===== src/common/slt_defs.svh =====
// constants of the sleep timer: offsets, field positions, reset values
// What this block does
// - direction bit 12: 0 up, 1 down
// - run bit 11: 0 stopped, 1 counting
// - direction, prescale, source writable only while stopped
// - run change lands after two to three ticks
// - freeze bit 10 stops counting during debug halt
// - config resets with only freeze set
// - prescale field 7:4 divides by two to N
// - source bit 0: 0 calibrated, 1 crystal
// - upper read returns 31:16, snapshots lower half
// - lower match write goes to hold only
// - upper match write loads upper and held lower
// - match halves reset to all ones
// - three events: match A, match B, wrap
// - flags B, A, wrap at 2,1,0, write-one-clear
`ifndef SLT_DEFS_SVH
`define SLT_DEFS_SVH
// ============================================================
// register byte addresses
`define SLT_ADDR_CFG    32'h4000_600c
`define SLT_ADDR_CNTU   32'h4000_6010
`define SLT_ADDR_CNTL   32'h4000_6014
`define SLT_ADDR_MAU    32'h4000_6018
`define SLT_ADDR_MAL    32'h4000_601c
`define SLT_ADDR_MBU    32'h4000_6020
`define SLT_ADDR_MBL    32'h4000_6024
`define SLT_ADDR_FLAGS  32'h4000_6028
// ============================================================
// field positions
`define SLT_BIT_DIR     12
`define SLT_BIT_RUN     11
`define SLT_BIT_FREEZE  10
`define SLT_EXP_MSB     7
`define SLT_EXP_LSB     4
`define SLT_BIT_SRC     0
`define SLT_FLAG_B      2
`define SLT_FLAG_A      1
`define SLT_FLAG_WRAP   0
// ============================================================
// reset values, timing and bus answers
`define SLT_CFG_RESET   32'h0000_0400
`define SLT_HALF_RESET  16'hffff
`define SLT_RUN_EDGES   3
`define SLT_RESP_OKAY   2'h0
`define SLT_RESP_SLVERR 2'h2
`endif


===== src/common/slt_pkg.sv =====
// types shared by the sleep timer modules
package slt_pkg;
  // configuration fields as software sees them
  typedef struct packed {
    logic       count_direction;
    logic       timer_run;
    logic       halt_freeze;
    logic [3:0] prescale_exponent;
    logic       tick_source_select;
  } slt_cfg_t;

  // whole state of the tick generator
  typedef struct packed {
    logic        cal_prev;
    logic        crys_prev;
    logic [2:0]  run_pipe;
    logic        active;
    logic [14:0] prescale;
    logic        step;
  } slt_tick_t;

  // whole state of the timer and its bus slave
  typedef struct packed {
    slt_cfg_t    cfg;
    logic [31:0] cnt;
    logic [15:0] snap_lo;
    logic [31:0] match_a;
    logic [31:0] match_b;
    logic [15:0] hold_a;
    logic [15:0] hold_b;
    logic [2:0]  flags;
    logic [2:0]  ev;
    logic        aw_full;
    logic        w_full;
    logic [31:0] awaddr;
    logic [31:0] wdata;
    logic [3:0]  wstrb;
    logic        awready;
    logic        wready;
    logic        bvalid;
    logic [1:0]  bresp;
    logic        arready;
    logic        rvalid;
    logic [1:0]  rresp;
    logic [31:0] rdata;
  } slt_regs_t;
endpackage : slt_pkg


===== src/slt_tick_gen.sv =====
// tick source select, run latency and power-of-two prescaler
`timescale 1ns/1ps
`default_nettype none
`include "slt_defs.svh"
module slt_tick_gen (
  input  wire logic              clk,       // system clock
  input  wire logic              arst_n,    // async reset, low
  input  wire slt_pkg::slt_cfg_t cfg,       // current configuration
  input  wire logic              halt,      // debugger holds cpu
  input  wire logic              cal_tick,  // calibrated slow clock
  input  wire logic              crys_tick, // crystal slow clock
  output var  logic              step,      // one-cycle count pulse
  output var  logic              active     // run seen by counter
);
  slt_pkg::slt_tick_t st_q;
  slt_pkg::slt_tick_t st_d;
  logic               sel_edge;
  logic               frozen;
  logic [14:0]        mask;

  // ============================================================
  // next state
  always_comb begin
    st_d      = st_q;
    // slow clocks are sampled, so a rising edge is one cycle wide
    sel_edge  = cfg.tick_source_select ? (crys_tick & ~st_q.crys_prev)
                                       : (cal_tick & ~st_q.cal_prev);
    frozen    = cfg.halt_freeze & halt;
    mask      = 15'((16'h0001 << cfg.prescale_exponent) - 16'h0001);
    st_d.cal_prev  = cal_tick;
    st_d.crys_prev = crys_tick;
    st_d.step      = 1'b0;
    // three slow edges give a start or stop latency of two to three periods
    if (sel_edge) begin
      st_d.run_pipe = {st_q.run_pipe[1:0], cfg.timer_run};
      st_d.active   = st_q.run_pipe[`SLT_RUN_EDGES-2];
    end
    if (!st_q.active) begin
      st_d.prescale = 15'h0000;
    end else if (sel_edge && !frozen) begin
      st_d.prescale = st_q.prescale + 15'h0001;
      // no step on the edge that stops the timer, so a stopped count never moves
      st_d.step     = st_d.active && ((st_q.prescale & mask) == mask);
    end
    step   = st_q.step;
    active = st_q.active;
  end

  // state register
  always_ff @(posedge clk or negedge arst_n) begin
    if (!arst_n) begin
      st_q <= '0;
    end else begin
      st_q <= st_d;
    end
  end
endmodule : slt_tick_gen
`default_nettype wire


===== src/slt_top.sv =====
// sleep timer: 32-bit counter, match logic and AXI4-Lite registers
//
// Implementation choice: the AXI4-Lite slave port.
`timescale 1ns/1ps
`default_nettype none
`include "slt_defs.svh"
module slt_top (
  input  wire logic        CLK,                  // 40 MHz system clock
  input  wire logic        ARST_N,               // async reset, low
  input  wire logic [31:0] S_AXI_AWADDR,         // write address
  input  wire logic        S_AXI_AWVALID,        // write address valid
  output var  logic        S_AXI_AWREADY,        // write address ready
  input  wire logic [31:0] S_AXI_WDATA,          // write data
  input  wire logic [3:0]  S_AXI_WSTRB,          // write byte strobes
  input  wire logic        S_AXI_WVALID,         // write data valid
  output var  logic        S_AXI_WREADY,         // write data ready
  output var  logic [1:0]  S_AXI_BRESP,          // write response
  output var  logic        S_AXI_BVALID,         // write response valid
  input  wire logic        S_AXI_BREADY,         // write response ready
  input  wire logic [31:0] S_AXI_ARADDR,         // read address
  input  wire logic        S_AXI_ARVALID,        // read address valid
  output var  logic        S_AXI_ARREADY,        // read address ready
  output var  logic [31:0] S_AXI_RDATA,          // read data
  output var  logic [1:0]  S_AXI_RRESP,          // read response
  output var  logic        S_AXI_RVALID,         // read data valid
  input  wire logic        S_AXI_RREADY,         // read data ready
  input  wire logic        CALIBRATED_SLOW_TICK, // calibrated 1 kHz clock
  input  wire logic        CRYSTAL_SLOW_TICK,    // 32 kHz crystal clock
  input  wire logic        CPU_HALTED,           // debugger halt level
  output var  logic        MATCH_A_EVENT,        // match A pulse
  output var  logic        MATCH_B_EVENT,        // match B pulse
  output var  logic        WRAP_EVENT,           // wrap pulse
  output var  logic [2:0]  EVENT_FLAGS           // sticky event flags
);
  localparam logic [31:0] CFG_RST_W = `SLT_CFG_RESET;
  localparam logic [31:0] HALF_ONES = {16'h0000, `SLT_HALF_RESET};

  slt_pkg::slt_regs_t st_q;
  slt_pkg::slt_regs_t st_d;
  logic               step;
  logic               run_active;
  logic               wr_go;
  logic               rd_go;
  logic [31:0]        wr_val;
  logic [31:0]        cnt_next;
  logic [2:0]         flag_clr;

  // merge write data into an old word under the byte strobes
  function automatic logic [31:0] merge(input logic [31:0] old,
                                        input logic [31:0] data,
                                        input logic [3:0]  strb);
    logic [31:0] res;
    res = old;
    for (int i = 0; i < 4; i++) begin
      if (strb[i]) begin
        res[i*8 +: 8] = data[i*8 +: 8];
      end
    end
    return res;
  endfunction : merge

  // ============================================================
  // tick generation
  slt_tick_gen i_slt_tick_gen (
    .clk       (CLK),
    .arst_n    (ARST_N),
    .cfg       (st_q.cfg),
    .halt      (CPU_HALTED),
    .cal_tick  (CALIBRATED_SLOW_TICK),
    .crys_tick (CRYSTAL_SLOW_TICK),
    .step      (step),
    .active    (run_active)
  );

  // ============================================================
  // next state: bus slave, registers, counter and events
  always_comb begin
    st_d     = st_q;
    wr_go    = st_q.aw_full & st_q.w_full & ~st_q.bvalid;
    rd_go    = S_AXI_ARVALID & st_q.arready;
    wr_val   = 32'h0000_0000;
    flag_clr = 3'h0;
    cnt_next = st_q.cfg.count_direction ? st_q.cnt - 32'h0000_0001
                                        : st_q.cnt + 32'h0000_0001;

    // address and data are taken in either order and held until used
    if (S_AXI_AWVALID && st_q.awready) begin
      st_d.aw_full = 1'b1;
      st_d.awaddr  = S_AXI_AWADDR;
    end
    if (S_AXI_WVALID && st_q.wready) begin
      st_d.w_full = 1'b1;
      st_d.wdata  = S_AXI_WDATA;
      st_d.wstrb  = S_AXI_WSTRB;
    end

    // the write takes effect one cycle after both halves are held
    if (wr_go) begin
      st_d.aw_full = 1'b0;
      st_d.w_full  = 1'b0;
      st_d.bvalid  = 1'b1;
      st_d.bresp   = `SLT_RESP_OKAY;
      case (st_q.awaddr)
        `SLT_ADDR_CFG: begin
          wr_val = merge({19'h0, st_q.cfg.count_direction, st_q.cfg.timer_run,
                          st_q.cfg.halt_freeze, 2'h0, st_q.cfg.prescale_exponent,
                          3'h0, st_q.cfg.tick_source_select}, st_q.wdata, st_q.wstrb);
          st_d.cfg.timer_run   = wr_val[`SLT_BIT_RUN];
          st_d.cfg.halt_freeze = wr_val[`SLT_BIT_FREEZE];
          // the mode is kept while the run bit is set; once it clears, mode writes land while the count still runs out its stop latency
          if (!st_q.cfg.timer_run) begin
            st_d.cfg.count_direction    = wr_val[`SLT_BIT_DIR];
            st_d.cfg.prescale_exponent  = wr_val[`SLT_EXP_MSB:`SLT_EXP_LSB];
            st_d.cfg.tick_source_select = wr_val[`SLT_BIT_SRC];
          end
        end
        `SLT_ADDR_CNTU, `SLT_ADDR_CNTL: begin
          st_d.bresp = `SLT_RESP_OKAY;
        end
        `SLT_ADDR_MAU: begin
          wr_val       = merge({16'h0, st_q.match_a[31:16]}, st_q.wdata, st_q.wstrb);
          st_d.match_a = {wr_val[15:0], st_q.hold_a};
        end
        `SLT_ADDR_MAL: begin
          wr_val      = merge({16'h0, st_q.hold_a}, st_q.wdata, st_q.wstrb);
          st_d.hold_a = wr_val[15:0];
        end
        `SLT_ADDR_MBU: begin
          wr_val       = merge({16'h0, st_q.match_b[31:16]}, st_q.wdata, st_q.wstrb);
          st_d.match_b = {wr_val[15:0], st_q.hold_b};
        end
        `SLT_ADDR_MBL: begin
          wr_val      = merge({16'h0, st_q.hold_b}, st_q.wdata, st_q.wstrb);
          st_d.hold_b = wr_val[15:0];
        end
        `SLT_ADDR_FLAGS: begin
          flag_clr = st_q.wdata[2:0] & {3{st_q.wstrb[0]}};
        end
        default: begin
          st_d.bresp = `SLT_RESP_SLVERR;
        end
      endcase
    end
    if (st_q.bvalid && S_AXI_BREADY) begin
      st_d.bvalid = 1'b0;
    end
    // one address of each kind is held, so ready drops while it waits
    st_d.awready = ~st_d.aw_full;
    st_d.wready  = ~st_d.w_full;

    // read answers one cycle after the address is taken
    if (rd_go) begin
      st_d.arready = 1'b0;
      st_d.rvalid  = 1'b1;
      st_d.rresp   = `SLT_RESP_OKAY;
      st_d.rdata   = 32'h0000_0000;
      case (S_AXI_ARADDR)
        `SLT_ADDR_CFG: begin
          st_d.rdata[`SLT_BIT_DIR]             = st_q.cfg.count_direction;
          st_d.rdata[`SLT_BIT_RUN]             = st_q.cfg.timer_run;
          st_d.rdata[`SLT_BIT_FREEZE]          = st_q.cfg.halt_freeze;
          st_d.rdata[`SLT_EXP_MSB:`SLT_EXP_LSB] = st_q.cfg.prescale_exponent;
          st_d.rdata[`SLT_BIT_SRC]             = st_q.cfg.tick_source_select;
        end
        `SLT_ADDR_CNTU: begin
          // upper and snapshot come from the same cycle, so they agree
          st_d.rdata[15:0] = st_q.cnt[31:16];
          st_d.snap_lo     = st_q.cnt[15:0];
        end
        `SLT_ADDR_CNTL: st_d.rdata[15:0] = st_q.snap_lo;
        `SLT_ADDR_MAU:  st_d.rdata[15:0] = st_q.match_a[31:16];
        `SLT_ADDR_MAL:  st_d.rdata[15:0] = st_q.hold_a;
        `SLT_ADDR_MBU:  st_d.rdata[15:0] = st_q.match_b[31:16];
        `SLT_ADDR_MBL:  st_d.rdata[15:0] = st_q.hold_b;
        `SLT_ADDR_FLAGS: st_d.rdata[2:0] = st_q.flags;
        default: begin
          st_d.rresp = `SLT_RESP_SLVERR;
        end
      endcase
    end
    if (st_q.rvalid && S_AXI_RREADY) begin
      st_d.rvalid  = 1'b0;
      st_d.arready = 1'b1;
    end

    // counter steps only on prescaled ticks; wrap either way
    st_d.ev = 3'h0;
    if (step) begin
      st_d.cnt = cnt_next;
      st_d.ev[`SLT_FLAG_WRAP] = st_q.cfg.count_direction ? (st_q.cnt == 32'h0000_0000)
                                                          : (st_q.cnt == 32'hffff_ffff);
      st_d.ev[`SLT_FLAG_A] = (cnt_next == st_q.match_a);
      st_d.ev[`SLT_FLAG_B] = (cnt_next == st_q.match_b);
    end
    // an event in the clearing cycle survives: set wins over clear
    st_d.flags = (st_q.flags & ~flag_clr) | st_d.ev;

    S_AXI_AWREADY = st_q.awready;
    S_AXI_WREADY  = st_q.wready;
    S_AXI_BVALID  = st_q.bvalid;
    S_AXI_BRESP   = st_q.bresp;
    S_AXI_ARREADY = st_q.arready;
    S_AXI_RVALID  = st_q.rvalid;
    S_AXI_RRESP   = st_q.rresp;
    S_AXI_RDATA   = st_q.rdata;
    MATCH_A_EVENT = st_q.ev[`SLT_FLAG_A];
    MATCH_B_EVENT = st_q.ev[`SLT_FLAG_B];
    WRAP_EVENT    = st_q.ev[`SLT_FLAG_WRAP];
    EVENT_FLAGS   = st_q.flags;
  end

  // ============================================================
  // state register with documented reset values
  always_ff @(posedge CLK or negedge ARST_N) begin
    if (!ARST_N) begin
      st_q         <= '0;
      st_q.cfg     <= '{count_direction:    CFG_RST_W[`SLT_BIT_DIR],
                        timer_run:          CFG_RST_W[`SLT_BIT_RUN],
                        halt_freeze:        CFG_RST_W[`SLT_BIT_FREEZE],
                        prescale_exponent:  CFG_RST_W[`SLT_EXP_MSB:`SLT_EXP_LSB],
                        tick_source_select: CFG_RST_W[`SLT_BIT_SRC]};
      st_q.match_a <= {HALF_ONES[15:0], HALF_ONES[15:0]};
      st_q.match_b <= {HALF_ONES[15:0], HALF_ONES[15:0]};
      st_q.hold_a  <= HALF_ONES[15:0];
      st_q.hold_b  <= HALF_ONES[15:0];
      st_q.awready <= 1'b1;
      st_q.wready  <= 1'b1;
      st_q.arready <= 1'b1;
    end else begin
      st_q <= st_d;
    end
  end
endmodule : slt_top
`default_nettype wire


===== config.mk =====
export PLATFORM = sky130hd
export DESIGN_NAME = slt_top
export DESIGN_NICKNAME = d
export VERILOG_FILES = /design/src/common/slt_pkg.sv /design/src/slt_tick_gen.sv /design/src/slt_top.sv
export VERILOG_INCLUDE_DIRS = /design/src /design/src/common
export SDC_FILE = /design/constraint.sdc
export NUM_CORES = 1
export LEC_CHECK = 0
export BUFFER_PORTS_ARGS = -buffer_cell sky130_fd_sc_hd__buf_2
export CAP_MARGIN = 40
export CORE_UTILIZATION = 45
export CTS_CLUSTER_DIAMETER = 150
export CTS_CLUSTER_SIZE = 16
export DETAILED_ROUTE_END_ITERATION = 10
export PLACE_DENSITY = 0.68
export SYNTH_ARGS = -nofsm -noshare
export SYNTH_HDL_FRONTEND = slang
export SYNTH_SLANG_ARGS = --single-unit

===== constraint.sdc =====
create_clock -name CLK -period 8.8 [get_ports CLK]
set_input_delay 0 -clock CLK [delete_from_list [all_inputs] [get_ports CLK]]
set_output_delay 0 -clock CLK [all_outputs]
set_load 0.1 [all_outputs]

==> impl_results.html, run 1 <==
<table>
<tr><th>Metric</th><th>Value</th></tr>
<tr><th colspan="2">Worst setup path</th></tr>
<tr><td>Kind of capture point of the worst setup path</td><td>register</td></tr>
<tr><td>Depth of the worst register-to-register path</td><td>12</td></tr>
<tr><td>Beginning of the worst register-to-register path</td><td>st_q[268]</td></tr>
<tr><td>CP Class</td><td>reg -&gt; reg</td></tr>
<tr><td>Data required time at the worst endpoint</td><td>9.15 ns</td></tr>
<tr><td>Number of cells on the critical path</td><td>12</td></tr>
<tr><td>Flop-to-flop setup slack</td><td>4.02 ns</td></tr>
<tr><td>Critical path's top delay family</td><td>simple AND/OR/NAND/NOR gates</td></tr>
<tr><td>Buf/Inv on CP</td><td>1</td></tr>
<tr><td>Worst endpoint data arrival time</td><td>5.12 ns</td></tr>
<tr><td>CP max FO</td><td>34</td></tr>
<tr><td>Largest stage delay on the critical path</td><td>0.63 ns</td></tr>
<tr><td>Cell at the slowest stage of the critical path</td><td>sky130_fd_sc_hd__nor3_1</td></tr>
<tr><td>Cell with the most instances on the worst path</td><td>sky130_fd_sc_hd__nor3_1</td></tr>
<tr><td>Startpoint type of the worst setup path</td><td>register</td></tr>
<tr><td>Ordered cell list for the critical path</td><td>buf_4 &gt; ha_1 &gt; a21oi_1 &gt; nor3_1 &gt; nor4_2 &gt; a211oi_1 &gt; nor3_1 &gt; xnor3_1 &gt; nand4_1 &gt; nor4bb_1 &gt; nand4_1 &gt; nor3_1</td></tr>
<tr><td>CP Launch Point</td><td>st_q[268]</td></tr>
<tr><th colspan="2">STA</th></tr>
<tr><td>Number of max-slew violations in the final report</td><td>0</td></tr>
<tr><td>Setup_tns</td><td>0 ns</td></tr>
<tr><td>Ratio of final minimum period to clock period</td><td>54.3%</td></tr>
<tr><td>Max-slew headroom at the worst pin</td><td>43.6%</td></tr>
<tr><td>Setup violators final</td><td>0</td></tr>
<tr><td>Worst-margin pin slew</td><td>0.838 ns</td></tr>
<tr><td>Final Hold Vio Count</td><td>0</td></tr>
<tr><td>RSZ-0062 raised after global routing</td><td>false</td></tr>
<tr><td>Fin crit period</td><td>4.78 ns</td></tr>
<tr><td>Worst clock skew</td><td>0.0215 ns</td></tr>
<tr><td>Fmax</td><td>209 MHz</td></tr>
<tr><td>Post-route worst setup slack</td><td>4.02 ns</td></tr>
<tr><th colspan="2">Cells and area</th></tr>
<tr><td>Layout filler cell count</td><td>2954</td></tr>
<tr><td>Count of non-filler cells in the finished layout</td><td>1998</td></tr>
<tr><td>Fin nets</td><td>1687</td></tr>
<tr><td>Number of antenna cells inserted</td><td>0</td></tr>
<tr><td>Area growth syn-to-layout</td><td>13.9%</td></tr>
<tr><td>Post-layout instance area</td><td>0.0169 mm²</td></tr>
<tr><td>Share of final-layout standard cells stronger than drive strength 1</td><td>30.3%</td></tr>
<tr><td>Area used by multi-input combinational logic</td><td>0.00781 mm²</td></tr>
<tr><td>Sequential Area</td><td>0.00648 mm²</td></tr>
<tr><th colspan="2">Global route</th></tr>
<tr><td>Final global-route overflow total</td><td>0</td></tr>
<tr><td>All-layer global routing usage</td><td>26.7%</td></tr>
<tr><td>Number of antenna violations at the first check in global routing</td><td>1</td></tr>
<tr><td>Number of global-route vias before repair</td><td>11500</td></tr>
<tr><td>Maximum number of pins on one net before global-route repair</td><td>105</td></tr>
<tr><td>Wire length of the first global-routing pass</td><td>68500 µm</td></tr>
<tr><th colspan="2">Power</th></tr>
<tr><td>Sequential power share</td><td>53.6%</td></tr>
<tr><td>Switching part of the total power</td><td>29.2%</td></tr>
<tr><td>Switch Pwr</td><td>786 µW</td></tr>
<tr><td>Part of the total power dissipated in combinational logic</td><td>15.6%</td></tr>
<tr><td>Int Pwr</td><td>1900 µW</td></tr>
<tr><td>Worst IR drop on VDD</td><td>0.000231 V</td></tr>
<tr><td>Power density cells</td><td>159 mW/mm²</td></tr>
<tr><td>Static Leak</td><td>0.00724 µW</td></tr>
<tr><td>Clock power frac</td><td>30.8%</td></tr>
<tr><th colspan="2">Die</th></tr>
<tr><td>IO Pins</td><td>157</td></tr>
<tr><td># rows</td><td>66</td></tr>
<tr><td>Initial core utilization</td><td>45.6%</td></tr>
<tr><td>Horizontal extent of the die</td><td>183 µm</td></tr>
<tr><td>Core Box Area</td><td>0.0325 mm²</td></tr>
<tr><td>Area of the die</td><td>0.0336 mm²</td></tr>
<tr><td>Die height</td><td>183 µm</td></tr>
<tr><th colspan="2">Route</th></tr>
<tr><td>Final wirelength</td><td>44600 µm</td></tr>
<tr><td>Wire per inst</td><td>22.3 µm</td></tr>
<tr><td>Post-DR vias/cell</td><td>5.93</td></tr>
<tr><td>DR iter-0 viols</td><td>1115</td></tr>
<tr><td>Number of design rule violations left after detail routing</td><td>0</td></tr>
<tr><td>TritonRoute pass-1 iters</td><td>8</td></tr>
<tr><td>Count of nets left with antenna violations after detail routing</td><td>0</td></tr>
<tr><td>Number of vias after detailed routing</td><td>11900</td></tr>
<tr><th colspan="2">Logic synthesis</th></tr>
<tr><td>Post-synthesis cell count</td><td>1402</td></tr>
<tr><td>Yosys warnings</td><td>0</td></tr>
<tr><td>Post-synthesis sequential area ratio</td><td>43.8%</td></tr>
<tr><td>Per-instance average area after synthesis</td><td>10.6 µm²</td></tr>
<tr><td>Post-synth EDFFs</td><td>0</td></tr>
<tr><td>Area share of the largest cell type after synthesis</td><td>26.0%</td></tr>
<tr><td>Leading area contributor after synthesis</td><td>sky130_fd_sc_hd__dfrtp_1</td></tr>
<tr><td>Commonest register cell after synthesis</td><td>sky130_fd_sc_hd__dfrtp_1</td></tr>
<tr><td>Distinct cells, synth</td><td>88</td></tr>
<tr><td>Area of the mapped netlist</td><td>0.0148 mm²</td></tr>
<tr><td>Biggest area contributors in the synthesized netlist</td><td>sky130_fd_sc_hd__dfrtp_1 (26%), sky130_fd_sc_hd__dfstp_2 (18%), sky130_fd_sc_hd__mux2_2 (14%), sky130_fd_sc_hd__nand2_1 (4.1%), sky130_fd_sc_hd__xnor2_1 (3.9%)</td></tr>
<tr><td>Async set or reset register ratio after synthesis</td><td>100%</td></tr>
<tr><td>Register bit total from synthesis</td><td>254</td></tr>
<tr><th colspan="2">Place</th></tr>
<tr><td>Worst slack at placement</td><td>4.24 ns</td></tr>
<tr><td>HPWL after detailed placement</td><td>33400 µm</td></tr>
<tr><td>Total placed cells including tap cells</td><td>1907</td></tr>
<tr><td>Routability cong.</td><td>0.996</td></tr>
<tr><td>Placed cell area</td><td>0.0157 mm²</td></tr>
<tr><td># port buffers</td><td>120</td></tr>
<tr><th colspan="2">CTS</th></tr>
<tr><td>Max clock buf depth</td><td>3</td></tr>
<tr><td>Count of clock tree sinks</td><td>254</td></tr>
<tr><td>TritonCTS clock tree</td><td>done</td></tr>
<tr><td>Number of CTS-inserted buffers</td><td>19</td></tr>
<tr><td>Deepest level of the CTS H-tree</td><td>1</td></tr>
<tr><td>Insertion delay of the later-clocked pin in the worst-skew pair</td><td>0.52 ns</td></tr>
<tr><td>Root buf cell</td><td>sky130_fd_sc_hd__clkbuf_16</td></tr>
<tr><td>Register clock-pin slew on the reported worst setup and hold paths</td><td>0.09 ns</td></tr>
<tr><th colspan="2">Min path</th></tr>
<tr><td>Worst Hold Class</td><td>in -&gt; reg</td></tr>
<tr><td>Start point of the worst hold path</td><td>S_AXI_ARADDR[3]</td></tr>
<tr><td>Worst hold path depth</td><td>4</td></tr>
<tr><th colspan="2">Outcome</th></tr>
<tr><td>Run status</td><td>finished clean</td></tr>
<tr><th colspan="2">Run</th></tr>
<tr><td>Max cap viols</td><td>0</td></tr>
</table>
-- logic make-up (layout without fill, tap and decap cells) --
| kind of cell | Yosys count | count (layout) | share of synthesized area (%) |
|---|---|---|---|
| buffers and inverters | 115 | 252 | 4.18 |
| other | 1 | 18 | 0.0253 |
| adder cells (fa/ha/maj) | 33 | 33 | 2.84 |
| AO/OA/AOI/OAI | 276 | 276 | 13.3 |
| AND/OR/NAND/NOR | 431 | 431 | 14.6 |
| multiplexers | 189 | 189 | 14.3 |
| flip-flops | 254 | 254 | 43.8 |
| XOR/XNOR | 103 | 103 | 6.96 |
-- power by group through the flow --
stage | Clock, µW | Combinational [µW] | Sequential [µW]
4_1_cts | 843 | 415 | 1440
6_report | 828 | 419 | 1440
2_1_floorplan | 0 | 252 | 1470
3_5_place_dp | 0 | 394 | 1460
5_1_grt | 885 | 447 | 1460
3_3_place_gp | 0 | 376 | 1450
-- area by class of cell --
class	count	share of cell area (%)
Timing Repair Buffer	201	8.36
Inverter	18	0.401
Multi-Input combinational cell	1050	46.3
Sequential cell	254	38.4
Tap cell	442	3.28
Clock inverter	1	0.0519
Clock buffer	32	3.17
-- path summary, 6_finish.rpt --
check	end
min in group asynchronous	st_q[255]
setup reg to reg	MATCH_A_EVENT
max in group asynchronous	st_q[120]
setup / recovery	MATCH_A_EVENT
hold reg to reg	st_q[149]
hold / removal	S_AXI_RRESP[1]
-- synth_stat cells, drive strengths merged (7+ instances only) --
| master | n |
|---|---|
| nand2 | 163 |
| nor4 | 34 |
| a211oi | 12 |
| nand3b | 7 |
| o211ai | 8 |
| o21ai | 63 |
| xnor2 | 66 |
| xor2 | 28 |
| nor2 | 61 |
| clkbuf | 33 |
| nand2b | 9 |
| mux2 | 181 |
| and3 | 11 |
| ha | 32 |
| nor3 | 23 |
| mux2i | 8 |
| inv | 18 |
| nand3 | 31 |
| a221oi | 8 |
| a222oi | 20 |
| a21o | 9 |
| o22ai | 8 |
| a21boi | 10 |
| o21a | 9 |
| buf | 64 |
| dfrtp | 154 |
| dfstp | 100 |
| nand4 | 30 |
| a22oi | 15 |
| or3 | 10 |
| nor2b | 7 |
| and2 | 18 |
| a21oi | 61 |
-- per-stage QoR --
step	power, µW	util (%)	hold WS, ns
detailed placement	1850	48.5	0.117
floorplan	1720	-	-0.296
global placement	1830	48.2	0.116
CTS	2700	52.0	0.00682
finish	2690	52.0	0.0245
global route	2800	52.0	0.0383
-- sequential cells by signal, indices dropped and copies added, names as in the netlist --
name,cells
st_q,204
i_slt_tick_gen.st_q,19
S_AXI_RDATA,16
EVENT_FLAGS,3
MATCH_A_EVENT,1
MATCH_B_EVENT,1
S_AXI_ARREADY,1
S_AXI_AWREADY,1
S_AXI_BRESP,1
S_AXI_BVALID,1
S_AXI_RRESP,1
S_AXI_RVALID,1
S_AXI_WREADY,1
WRAP_EVENT,1
i_slt_tick_gen.active,1
i_slt_tick_gen.step,1
-- metal layers --
| layer | part of all wire (%) | vias to the layer above | global-route usage [%] |
|---|---|---|---|
| li1 | - | 5410 | - |
| met1 | 43 | 5911 | 37.1 |
| met2 | 47 | 459 | 43.8 |
| met3 | 7.0 | 76 | 3.59 |
| met4 | 2.9 | 0 | 7.00 |
| met5 | 0 | - | 0 |
-- layout by cell type (no fill, tap or decap), drive strengths merged, types with 15 or more instances in the layout --
cell type,netlist,layout
a21oi,61,61
a222oi,20,20
a22oi,15,15
and2,18,18
buf,64,142
clkbuf,33,32
conb,1,18
dfrtp,154,154
dfstp,100,100
dlygate4sd3,0,58
ha,32,32
inv,18,19
mux2,181,181
nand2,163,163
nand3,31,31
nand4,30,30
nor2,61,61
nor3,23,23
nor4,34,34
o21ai,63,63
xnor2,66,66
xor2,28,28
-- worst min-delay path, cell delays in order --
cell	delay [ns]
sky130_fd_sc_hd__buf_2	0.15
sky130_fd_sc_hd__nand2_1	0.12
sky130_fd_sc_hd__o31ai_1	0.10
sky130_fd_sc_hd__nor2_1	0.10
-- what timing repair did --
item                                   in CTS  in global routing
hold buffers                               58                  0
endpoints found under the hold margin     128                  0
buffers inserted                            0                  0
resized for setup                           0                  0
(Power assumes the default switching activity.)
==> run 2: changes to the inputs <==
==> constraint.sdc (replaced) <==
create_clock -name CLK -period 4.9 [get_ports CLK]
set_input_delay 0 -clock CLK [delete_from_list [all_inputs] [get_ports CLK]]
set_output_delay 0 -clock CLK [all_outputs]
set_load 0.1 [all_outputs]
==> run 2 against run 1 <==
  * Via count is essentially flat
  * Clock power grew 80%
  * Count of clock-buffer cells in the layout grew 1
  * Critical path depth grew 1
  * Critical endpoint is now MATCH_B_EVENT
  * Largest cell class unchanged
==> impl_results.html, run 2 (synthesized netlist as in run 1, its figures left out) <==
<table>
<tr><th>Metric</th><th>Value</th></tr>
<tr><th colspan="2">STA</th></tr>
<tr><td>RSZ-0062 raised after global routing</td><td>false</td></tr>
<tr><td>Worst-margin pin slew</td><td>0.938 ns (+0.100 ns)</td></tr>
<tr><td>Setup violators final</td><td>0 (unchanged)</td></tr>
<tr><td>Number of max-slew violations in the final report</td><td>0 (unchanged)</td></tr>
<tr><td>Final Hold Vio Count</td><td>0 (unchanged)</td></tr>
<tr><td>Max-slew headroom at the worst pin</td><td>36.9% (-6.7 points)</td></tr>
<tr><td>Worst clock skew</td><td>0.0199 ns (-0.00163 ns)</td></tr>
<tr><td>Ratio of final minimum period to clock period</td><td>85.2% (+31 points)</td></tr>
<tr><td>Fin crit period</td><td>4.18 ns (-0.599 ns)</td></tr>
<tr><td>Fmax</td><td>239 MHz (+14%)</td></tr>
<tr><td>Setup_tns</td><td>0 ns (unchanged)</td></tr>
<tr><td>Post-route worst setup slack</td><td>0.723 ns (-3.30 ns)</td></tr>
<tr><th colspan="2">Worst setup path</th></tr>
<tr><td>Kind of capture point of the worst setup path</td><td>register</td></tr>
<tr><td>Data required time at the worst endpoint</td><td>5.35 ns (-3.80 ns)</td></tr>
<tr><td>CP Class</td><td>reg -&gt; reg</td></tr>
<tr><td>Startpoint type of the worst setup path</td><td>register</td></tr>
<tr><td>Beginning of the worst register-to-register path</td><td>st_q[268]</td></tr>
<tr><td>CP Launch Point</td><td>st_q[268]</td></tr>
<tr><td>CP max FO</td><td>24 (-29%)</td></tr>
<tr><td>Worst endpoint data arrival time</td><td>4.63 ns (-0.49 ns)</td></tr>
<tr><th colspan="2">Cells and area</th></tr>
<tr><td>Area used by multi-input combinational logic</td><td>0.00781 mm² (about the same)</td></tr>
<tr><td>Final core utilization</td><td>52.5% (+0.56 points)</td></tr>
<tr><td>Fin nets</td><td>1711 (+1.4%)</td></tr>
<tr><td>Most common library cell in the layout ignoring fill and taps</td><td>sky130_fd_sc_hd__mux2_2</td></tr>
<tr><td>Number of antenna cells inserted</td><td>0 (unchanged)</td></tr>
<tr><td>Share of final-layout standard cells stronger than drive strength 1</td><td>31.5% (+1.2 points)</td></tr>
<tr><td>Biggest register</td><td>st_q</td></tr>
<tr><td>Area growth syn-to-layout</td><td>15.1%</td></tr>
<tr><td>Largest register FFs</td><td>204 (unchanged)</td></tr>
<tr><td>Layout filler cell count</td><td>2893 (-2.1%)</td></tr>
<tr><td>Commonest cells after routing, fill and taps aside</td><td>sky130_fd_sc_hd__mux2_2 (181), sky130_fd_sc_hd__nand2_1 (162), sky130_fd_sc_hd__dfrtp_1 (154)</td></tr>
<tr><td>Sequential Area</td><td>0.00648 mm² (unchanged)</td></tr>
<tr><th colspan="2">Min path</th></tr>
<tr><td>Worst Hold Class</td><td>in -&gt; reg</td></tr>
<tr><td>Start point of the worst hold path</td><td>S_AXI_ARADDR[10]</td></tr>
<tr><th colspan="2">Outcome</th></tr>
<tr><td>Run status</td><td>finished clean</td></tr>
<tr><th colspan="2">Place</th></tr>
<tr><td># port buffers</td><td>120 (unchanged)</td></tr>
<tr><td>HPWL after detailed placement</td><td>34100 µm (+2.2%)</td></tr>
<tr><td>Routability cong.</td><td>0.997 (about the same)</td></tr>
<tr><td>Worst slack at placement</td><td>0.870 ns (-3.37 ns)</td></tr>
<tr><th colspan="2">CTS</th></tr>
<tr><td>Root buf cell</td><td>sky130_fd_sc_hd__clkbuf_16</td></tr>
<tr><td>TritonCTS clock tree</td><td>done</td></tr>
<tr><td>Number of CTS-inserted buffers</td><td>19 (unchanged)</td></tr>
<tr><td>Max clock buf depth</td><td>3 (unchanged)</td></tr>
<tr><td>Deepest level of the CTS H-tree</td><td>1 (unchanged)</td></tr>
<tr><td>Insertion delay of the later-clocked pin in the worst-skew pair</td><td>0.52 ns (about the same)</td></tr>
<tr><td>Register clock-pin slew on the reported worst setup and hold paths</td><td>0.08 ns (about the same)</td></tr>
<tr><td>Number of buffers inserted to repair setup after CTS</td><td>0 (unchanged)</td></tr>
<tr><td>Count of clock tree sinks</td><td>254 (unchanged)</td></tr>
<tr><th colspan="2">Route</th></tr>
<tr><td>Final wirelength</td><td>44900 µm (+0.65%)</td></tr>
<tr><td>Met1 layer wirelength in the final routing</td><td>20100 µm (+3.9%)</td></tr>
<tr><td>Count of nets left with antenna violations after detail routing</td><td>0 (unchanged)</td></tr>
<tr><td>Number of vias after detailed routing</td><td>11900 (+0.025%)</td></tr>
<tr><td>Wire per inst</td><td>22.2 µm (-0.60%)</td></tr>
<tr><td>Max Used Layer</td><td>met4</td></tr>
<tr><td>Number of design rule violations left after detail routing</td><td>0 (unchanged)</td></tr>
<tr><td>Met3 Wirelength</td><td>2790 µm (-10%)</td></tr>
<tr><td>DR iter-0 viols</td><td>1047 (-6.1%)</td></tr>
<tr><td>Post-DR vias/cell</td><td>5.86 (-1.2%)</td></tr>
<tr><td>TritonRoute pass-1 iters</td><td>6 (-2)</td></tr>
<tr><td>Met2 wirelength from detailed routing</td><td>20600 µm (-1.2%)</td></tr>
<tr><th colspan="2">Run</th></tr>
<tr><td>Max cap viols</td><td>0 (unchanged)</td></tr>
<tr><th colspan="2">Global route</th></tr>
<tr><td>Final global-route overflow total</td><td>0 (unchanged)</td></tr>
<tr><td>Maximum number of pins on one net before global-route repair</td><td>146 (+39%)</td></tr>
<tr><td>Number of global-route vias before repair</td><td>11400 (-0.95%)</td></tr>
<tr><td>Number of antenna violations at the first check in global routing</td><td>1 (unchanged)</td></tr>
<tr><td>Wire length of the first global-routing pass</td><td>68500 µm (about the same)</td></tr>
<tr><td>All-layer global routing usage</td><td>26.7% (+0.036 points)</td></tr>
<tr><th colspan="2">Power</th></tr>
<tr><td>Worst IR drop on VDD</td><td>0.000450 V (+94%)</td></tr>
<tr><td>Sequential power share</td><td>53.7% (about the same)</td></tr>
<tr><td>Part of the total power dissipated in combinational logic</td><td>15.4% (-0.2 points)</td></tr>
<tr><td>Clock power frac</td><td>30.9% (about the same)</td></tr>
<tr><td>Static Leak</td><td>0.00736 µW (+1.7%)</td></tr>
<tr><td>Switch Pwr</td><td>1400 µW (+79%)</td></tr>
<tr><td>Switching part of the total power</td><td>29.1% (-0.095 points)</td></tr>
<tr><td>Power density cells</td><td>283 mW/mm² (+77%)</td></tr>
<tr><td>Int Pwr</td><td>3420 µW (+80%)</td></tr>
<tr><th colspan="2">Die</th></tr>
<tr><td>IO Pins</td><td>157 (unchanged)</td></tr>
<tr><td># rows</td><td>66 (unchanged)</td></tr>
<tr><td>Core Box Area</td><td>0.0325 mm² (unchanged)</td></tr>
<tr><td>Area of the die</td><td>0.0336 mm² (unchanged)</td></tr>
<tr><td>Die height</td><td>183 µm (unchanged)</td></tr>
<tr><td>Horizontal extent of the die</td><td>183 µm (unchanged)</td></tr>
<tr><td>Initial core utilization</td><td>45.6% (unchanged)</td></tr>
</table>
-- run 2: changes by cell type in the layout (fill, tap and decap cells not counted) --
cell / change
sky130_fd_sc_hd__buf_1: -1
sky130_fd_sc_hd__buf_12: +1
sky130_fd_sc_hd__buf_16: -1
sky130_fd_sc_hd__buf_4: +26
sky130_fd_sc_hd__clkbuf_1: +1
sky130_fd_sc_hd__clkdlybuf4s18_2: -1
sky130_fd_sc_hd__nor2_1: -1
sky130_fd_sc_hd__nor2_2: +1
-- run 2: cell type report --
cell class              count  area share (%)
clock buffers              33            3.16
clock inverters             1          0.0514
inverters                  18           0.396
multi-input cells        1050            45.8
flip-flops and latches    254            38.0
well taps                 442            3.25
repair buffers            225            9.30
-- run 2: path summary, 6_finish.rpt --
kind / to / slack, ns / cells past startpoint
min in group asynchronous: st_q[255] / 0.06 / 2
worst min register to register: st_q[158] / 0.46 / 2
max in group asynchronous: st_q[49] / 3.57 / 3
worst max-delay path: MATCH_B_EVENT / 0.72 / 13
worst min-delay path: S_AXI_RDATA[2] / 0.04 / 5
worst max register to register: MATCH_B_EVENT / 0.72 / 13
-- run 2: critical path: stages (launching register included) --
cell and delay, ns:
sky130_fd_sc_hd__dfrtp_1 0.44, sky130_fd_sc_hd__buf_16 0.19, sky130_fd_sc_hd__ha_1 0.60, sky130_fd_sc_hd__nand2_1 0.22, sky130_fd_sc_hd__nor4_1 0.85, sky130_fd_sc_hd__nor3_1 0.08, sky130_fd_sc_hd__o21ai_0 0.10, sky130_fd_sc_hd__a21boi_1 0.08
sky130_fd_sc_hd__a2111oi_0 0.40, sky130_fd_sc_hd__buf_4 0.20, sky130_fd_sc_hd__nand2_1 0.04, sky130_fd_sc_hd__or4_1 0.44, sky130_fd_sc_hd__nor4b_2 0.27, sky130_fd_sc_hd__and4_1 0.20
-- run 2: routing by layer --
metal	vias to the layer above	track usage (%)
met2	446	43.1
met3	71	3.36
met1	5883	37.8
li1	5459	-
met4	0	7.53
met5	-	0
-- run 2: power by group through the flow --
stage                     logic [µW]  clock network [µW]  registers [µW]
after floorplan                  453                   0            2630
after global placement           674                   0            2610
after detailed placement         701                   0            2620
after CTS                        738                1520            2580
after global routing             796                1600            2630
final                            741                1490            2590
-- run 2: timing repair --
item                                   CTS  global route
gates resized for setup                  0             0
endpoints found under the hold margin  117             0
hold buffers                            58             0
-- run 2: per-stage QoR --
| stage | instance area (µm²) | std cells | hold slack (ns) | power [µW] |
|---|---|---|---|---|
| finish | 17000 | 2023 | 0.0421 | 4820 |
| CTS | 17000 | 2023 | 0.0337 | 4840 |
| global route | 17000 | 2023 | 0.0793 | 5020 |
| floorplan | 14900 | 1419 | -0.296 | 3080 |
| detailed placement | 15900 | 1931 | 0.0997 | 3320 |
| global placement | 15900 | 1928 | 0.0958 | 3280 |
==> run 3: changes to the inputs <==
--- a/config.mk
+++ b/config.mk
@@ -15,4 +15,5 @@
 export PLACE_DENSITY = 0.68
 export SYNTH_ARGS = -nofsm -noshare
 export SYNTH_HDL_FRONTEND = slang
+export SYNTH_HIERARCHICAL = 1
 export SYNTH_SLANG_ARGS = --single-unit
==> constraint.sdc (replaced) <==
create_clock -name CLK -period 3.9 [get_ports CLK]
set_input_delay 0 -clock CLK [delete_from_list [all_inputs] [get_ports CLK]]
set_output_delay 0 -clock CLK [all_outputs]
set_load 0.1 [all_outputs]
==> run 3 against run 2 <==
  * Wire length increased by 2.6%
  * Sequential power increased by 25%
  * Clock power increased by 26%
  * Largest power group unchanged
==> impl_results.html, run 3 <==
<table>
<tr><th>Metric</th><th>Value</th></tr>
<tr><th colspan="2">Logic synthesis</th></tr>
<tr><td>Distinct cells, synth</td><td>89 (+1.1%)</td></tr>
<tr><td>Most common cell in the netlist</td><td>sky130_fd_sc_hd__mux2_2</td></tr>
<tr><td>Post-synthesis sequential area ratio</td><td>43.5% (-0.32 points)</td></tr>
<tr><td>Commonest register cell after synthesis</td><td>sky130_fd_sc_hd__dfrtp_1</td></tr>
<tr><td>Area of the mapped netlist</td><td>0.0149 mm² (+0.73%)</td></tr>
<tr><td>Leading area contributor after synthesis</td><td>sky130_fd_sc_hd__dfrtp_1</td></tr>
<tr><td>Commonest cells post-synth</td><td>sky130_fd_sc_hd__mux2_2 (163), sky130_fd_sc_hd__dfrtp_1 (154), sky130_fd_sc_hd__nand2_1 (148)</td></tr>
<tr><td>Biggest area contributors in the synthesized netlist</td><td>sky130_fd_sc_hd__dfrtp_1 (26%), sky130_fd_sc_hd__dfstp_2 (18%), sky130_fd_sc_hd__mux2_2 (12%), sky130_fd_sc_hd__nand2_1 (3.7%), sky130_fd_sc_hd__xnor2_1 (3.2%)</td></tr>
<tr><td>Register bit total from synthesis</td><td>254 (unchanged)</td></tr>
<tr><td>Async set or reset register ratio after synthesis</td><td>100% (unchanged)</td></tr>
<tr><td>Yosys warnings</td><td>6 (+6)</td></tr>
<tr><td>Per-instance average area after synthesis</td><td>10.6 µm² (+0.51%)</td></tr>
<tr><td>Post-synth EDFFs</td><td>0 (unchanged)</td></tr>
<tr><td>Area share of the largest cell type after synthesis</td><td>25.8% (-0.19 points)</td></tr>
<tr><td>Post-synthesis cell count</td><td>1405 (+0.21%)</td></tr>
<tr><th colspan="2">STA</th></tr>
<tr><td>Final Hold Vio Count</td><td>0 (unchanged)</td></tr>
<tr><td>Setup violators final</td><td>0 (unchanged)</td></tr>
<tr><td>Ratio of final minimum period to clock period</td><td>97.2% (+12 points)</td></tr>
<tr><td>Setup_tns</td><td>0 ns (unchanged)</td></tr>
<tr><td>Hold slack</td><td>0.0748 ns (+0.0328 ns)</td></tr>
<tr><td>RSZ-0062 raised after global routing</td><td>true</td></tr>
<tr><td>Fin crit period</td><td>3.79 ns (-0.386 ns)</td></tr>
<tr><td>Worst-margin pin slew</td><td>0.941 ns (+0.00264 ns)</td></tr>
<tr><td>Worst clock skew</td><td>0.0283 ns (+0.00842 ns)</td></tr>
<tr><td>Fmax</td><td>264 MHz (+10%)</td></tr>
<tr><td>Number of max-slew violations in the final report</td><td>0 (unchanged)</td></tr>
<tr><td>Max-slew headroom at the worst pin</td><td>37.3% (+0.40 points)</td></tr>
<tr><th colspan="2">Route</th></tr>
<tr><td>Wire per inst</td><td>22.4 µm (+0.66%)</td></tr>
<tr><td>Number of vias after detailed routing</td><td>12100 (+1.7%)</td></tr>
<tr><td>Post-DR vias/cell</td><td>5.85 (-0.22%)</td></tr>
<tr><td>DR iter-0 viols</td><td>905 (-14%)</td></tr>
<tr><td>TritonRoute pass-1 iters</td><td>8 (+2)</td></tr>
<tr><td>Final wirelength</td><td>46100 µm (+2.6%)</td></tr>
<tr><td>Count of nets left with antenna violations after detail routing</td><td>0 (unchanged)</td></tr>
<tr><td>Number of design rule violations left after detail routing</td><td>0 (unchanged)</td></tr>
<tr><th colspan="2">Global route</th></tr>
<tr><td>Number of global-route vias before repair</td><td>11800 (+3.5%)</td></tr>
<tr><td>Number of antenna violations at the first check in global routing</td><td>0 (-1)</td></tr>
<tr><td>Met1 Resource Use GR</td><td>36.4% (-1.4 points)</td></tr>
<tr><td>Final global-route overflow total</td><td>0 (unchanged)</td></tr>
<tr><td>Met2 usage in global routing</td><td>45.5% (+2.4 points)</td></tr>
<tr><td>Global routing usage on met3</td><td>4.50% (+1.1 points)</td></tr>
<tr><td>Maximum number of pins on one net before global-route repair</td><td>127 (-13%)</td></tr>
<tr><td>GRT Max-Usage Layer</td><td>met2</td></tr>
<tr><td>All-layer global routing usage</td><td>27.5% (+0.81 points)</td></tr>
<tr><td>Wire length of the first global-routing pass</td><td>70000 µm (+2.2%)</td></tr>
<tr><th colspan="2">CTS</th></tr>
<tr><td>Register clock-pin slew on the reported worst setup and hold paths</td><td>0.08 ns (about the same)</td></tr>
<tr><td>Max clock buf depth</td><td>3 (unchanged)</td></tr>
<tr><td>Root buf cell</td><td>sky130_fd_sc_hd__clkbuf_16</td></tr>
<tr><td>Insertion delay of the later-clocked pin in the worst-skew pair</td><td>0.52 ns (about the same)</td></tr>
<tr><td>Count of clock tree sinks</td><td>254 (unchanged)</td></tr>
<tr><td>Number of CTS-inserted buffers</td><td>19 (unchanged)</td></tr>
<tr><td>Deepest level of the CTS H-tree</td><td>1 (unchanged)</td></tr>
<tr><td>TritonCTS clock tree</td><td>done</td></tr>
<tr><th colspan="2">Place</th></tr>
<tr><td># port buffers</td><td>120 (unchanged)</td></tr>
<tr><td>Routability cong.</td><td>1.04 (+4.4%)</td></tr>
<tr><td>HPWL after detailed placement</td><td>35100 µm (+3.1%)</td></tr>
<tr><th colspan="2">Worst setup path</th></tr>
<tr><td>Kind of capture point of the worst setup path</td><td>register</td></tr>
<tr><td>CP max FO</td><td>13 (-46%)</td></tr>
<tr><td>Cell with the most instances on the worst path</td><td>sky130_fd_sc_hd__or4_1</td></tr>
<tr><td>Data required time at the worst endpoint</td><td>4.33 ns (-1.02 ns)</td></tr>
<tr><td>Startpoint type of the worst setup path</td><td>register</td></tr>
<tr><td>CP Class</td><td>reg -&gt; reg</td></tr>
<tr><td>Ordered cell list for the critical path</td><td>buf_4 &gt; fa_1 &gt; a211oi_4 &gt; o21ai_4 &gt; a31oi_1 &gt; xnor3_1 &gt; a311oi_2 &gt; o2111ai_1 &gt; or4_1 &gt; or4_1 &gt; o21ai_1</td></tr>
<tr><td>Cell at the slowest stage of the critical path</td><td>sky130_fd_sc_hd__or4_1</td></tr>
<tr><td>Worst endpoint data arrival time</td><td>4.23 ns (-0.40 ns)</td></tr>
<tr><td>Largest stage delay on the critical path</td><td>0.54 ns (-0.31 ns)</td></tr>
<tr><th colspan="2">Cells and area</th></tr>
<tr><td>Biggest register</td><td>st_q</td></tr>
<tr><td>Largest register FFs</td><td>204 (unchanged)</td></tr>
<tr><td>Most common library cell in the layout ignoring fill and taps</td><td>sky130_fd_sc_hd__mux2_2</td></tr>
<tr><td>Fin nets</td><td>1751 (+2.3%)</td></tr>
<tr><td>Area growth syn-to-layout</td><td>16.4%</td></tr>
<tr><td>Commonest cells after routing, fill and taps aside</td><td>sky130_fd_sc_hd__mux2_2 (163), sky130_fd_sc_hd__dfrtp_1 (154), sky130_fd_sc_hd__nand2_1 (148)</td></tr>
<tr><td>Number of antenna cells inserted</td><td>0 (unchanged)</td></tr>
<tr><td>Share of final-layout standard cells stronger than drive strength 1</td><td>32.8% (+1.3 points)</td></tr>
<tr><th colspan="2">Outcome</th></tr>
<tr><td>Run status</td><td>finished clean</td></tr>
<tr><th colspan="2">Min path</th></tr>
<tr><td>Worst Hold Class</td><td>in -&gt; reg</td></tr>
<tr><th colspan="2">Die</th></tr>
<tr><td>Die height</td><td>184 µm (+0.36%)</td></tr>
<tr><td>IO Pins</td><td>157 (unchanged)</td></tr>
<tr><td>Initial core utilization</td><td>45.8% (+0.21 points)</td></tr>
<tr><td># rows</td><td>66 (unchanged)</td></tr>
<tr><td>Area of the die</td><td>0.0339 mm² (+0.72%)</td></tr>
<tr><td>Core Box Area</td><td>0.0325 mm² (+0.25%)</td></tr>
<tr><td>Horizontal extent of the die</td><td>184 µm (+0.36%)</td></tr>
<tr><th colspan="2">Power</th></tr>
<tr><td>Power density cells</td><td>355 mW/mm² (+25%)</td></tr>
<tr><td>Static Leak</td><td>0.00781 µW (+6.1%)</td></tr>
<tr><td>Worst IR drop on VDD</td><td>0.000594 V (+32%)</td></tr>
<tr><th colspan="2">Run</th></tr>
<tr><td>Max cap viols</td><td>0 (unchanged)</td></tr>
</table>
run 3: cell count changes after synthesis, sizes merged, moves of 6 or more:
cell / change
xor2: +6
inv: +11
nor4: -11
xnor2: -11
a21o: +11
mux2: -18
mux2i: +12
a222oi: -17
nand4: +12
nand2: -15
buf: +9
and3: -7
o21ai: +20
run 3: worst max-delay path: cells and delay by family, from the launching register on:
family	cells	cell delay (ns)
flip-flops	1	0.41
AND/OR/NAND/NOR	2	0.97
adder cells (fa/ha/maj)	1	0.47
buffers and inverters	1	0.21
XOR/XNOR	1	0.29
AO/OA/AOI/OAI	6	1.37
run 3: final timing paths:
path / from / endpoint / slack [ns] / cells past startpoint
min: S_AXI_ARADDR[0] / S_AXI_RDATA[2] / 0.07 / 4
min reg2reg: st_q[148] / st_q[196] / 0.47 / 2
min in group asynchronous: ARST_N / i_slt_tick_gen/st_q[7] / 0.14 / 2
max: st_q[268] / EVENT_FLAGS[1] / 0.11 / 11
max reg2reg: st_q[268] / EVENT_FLAGS[1] / 0.11 / 11
max in group asynchronous: ARST_N / st_q[157] / 2.71 / 3
run 3: per-layer routing:
layer | up-vias | wire length, µm
met3 | 89 | 3160
met1 | 5997 | 19300
met2 | 472 | 21900
li1 | 5503 | -
met4 | 0 | 1740
met5 | - | 0
run 3: logic make-up (layout without fill, tap and decap cells):
family | Yosys count | after routing | share of synthesized area [%]
AOI/OAI and AO/OA | 290 | 290 | 13.4
and+or+nand+nor | 405 | 405 | 13.9
xor gates and xnor gates | 103 | 103 | 7.40
DFF | 254 | 254 | 43.5
other | 1 | 18 | 0.0252
muxes | 183 | 183 | 13.7
adders and majority gates | 33 | 33 | 2.82
buffers and inverters | 136 | 334 | 5.33
run 3: area by class of cell:
type,count,area [µm²]
Sequential cell,254,6480
Clock buffer,32,534
Timing Repair Buffer,272,1910
Tap cell,442,553
Multi-Input combinational cell,1032,7750
Clock inverter,1,8.76
Fill cell,2871,15200
Inverter,29,109
run 3: repair_timing:
action                                 4_1_cts  5_1_grt
buffers inserted                             0        0
resized for setup                            0       15
hold buffers                                58        0
endpoints found under the hold margin      133        0
setup endpoints to repair                    0        2
run 3: where the power goes:
group	switching (µW)	internal (µW)	leakage (µW)
combinational	659	389	0.00450
clock	928	938	0.000260
sequential	286	2960	0.00305
total	1870	4280	0.00781
run 3: stage by stage:
stage / setup slack (ns) / power (µW) / utilization, % / instances / area [µm²]
after floorplan: 0.0991 / 3970 / - / 1422 / 15000
after global placement: 0.193 / 4220 / 49.7 / 1971 / 16200
after detailed placement: 0.172 / 4260 / 49.7 / 1971 / 16200
after CTS: 0.130 / 6160 / 53.2 / 2062 / 17300
after global routing: -0.0219 / 6390 / 53.3 / 2062 / 17300
final: 0.109 / 6160 / 53.3 / 2062 / 17300
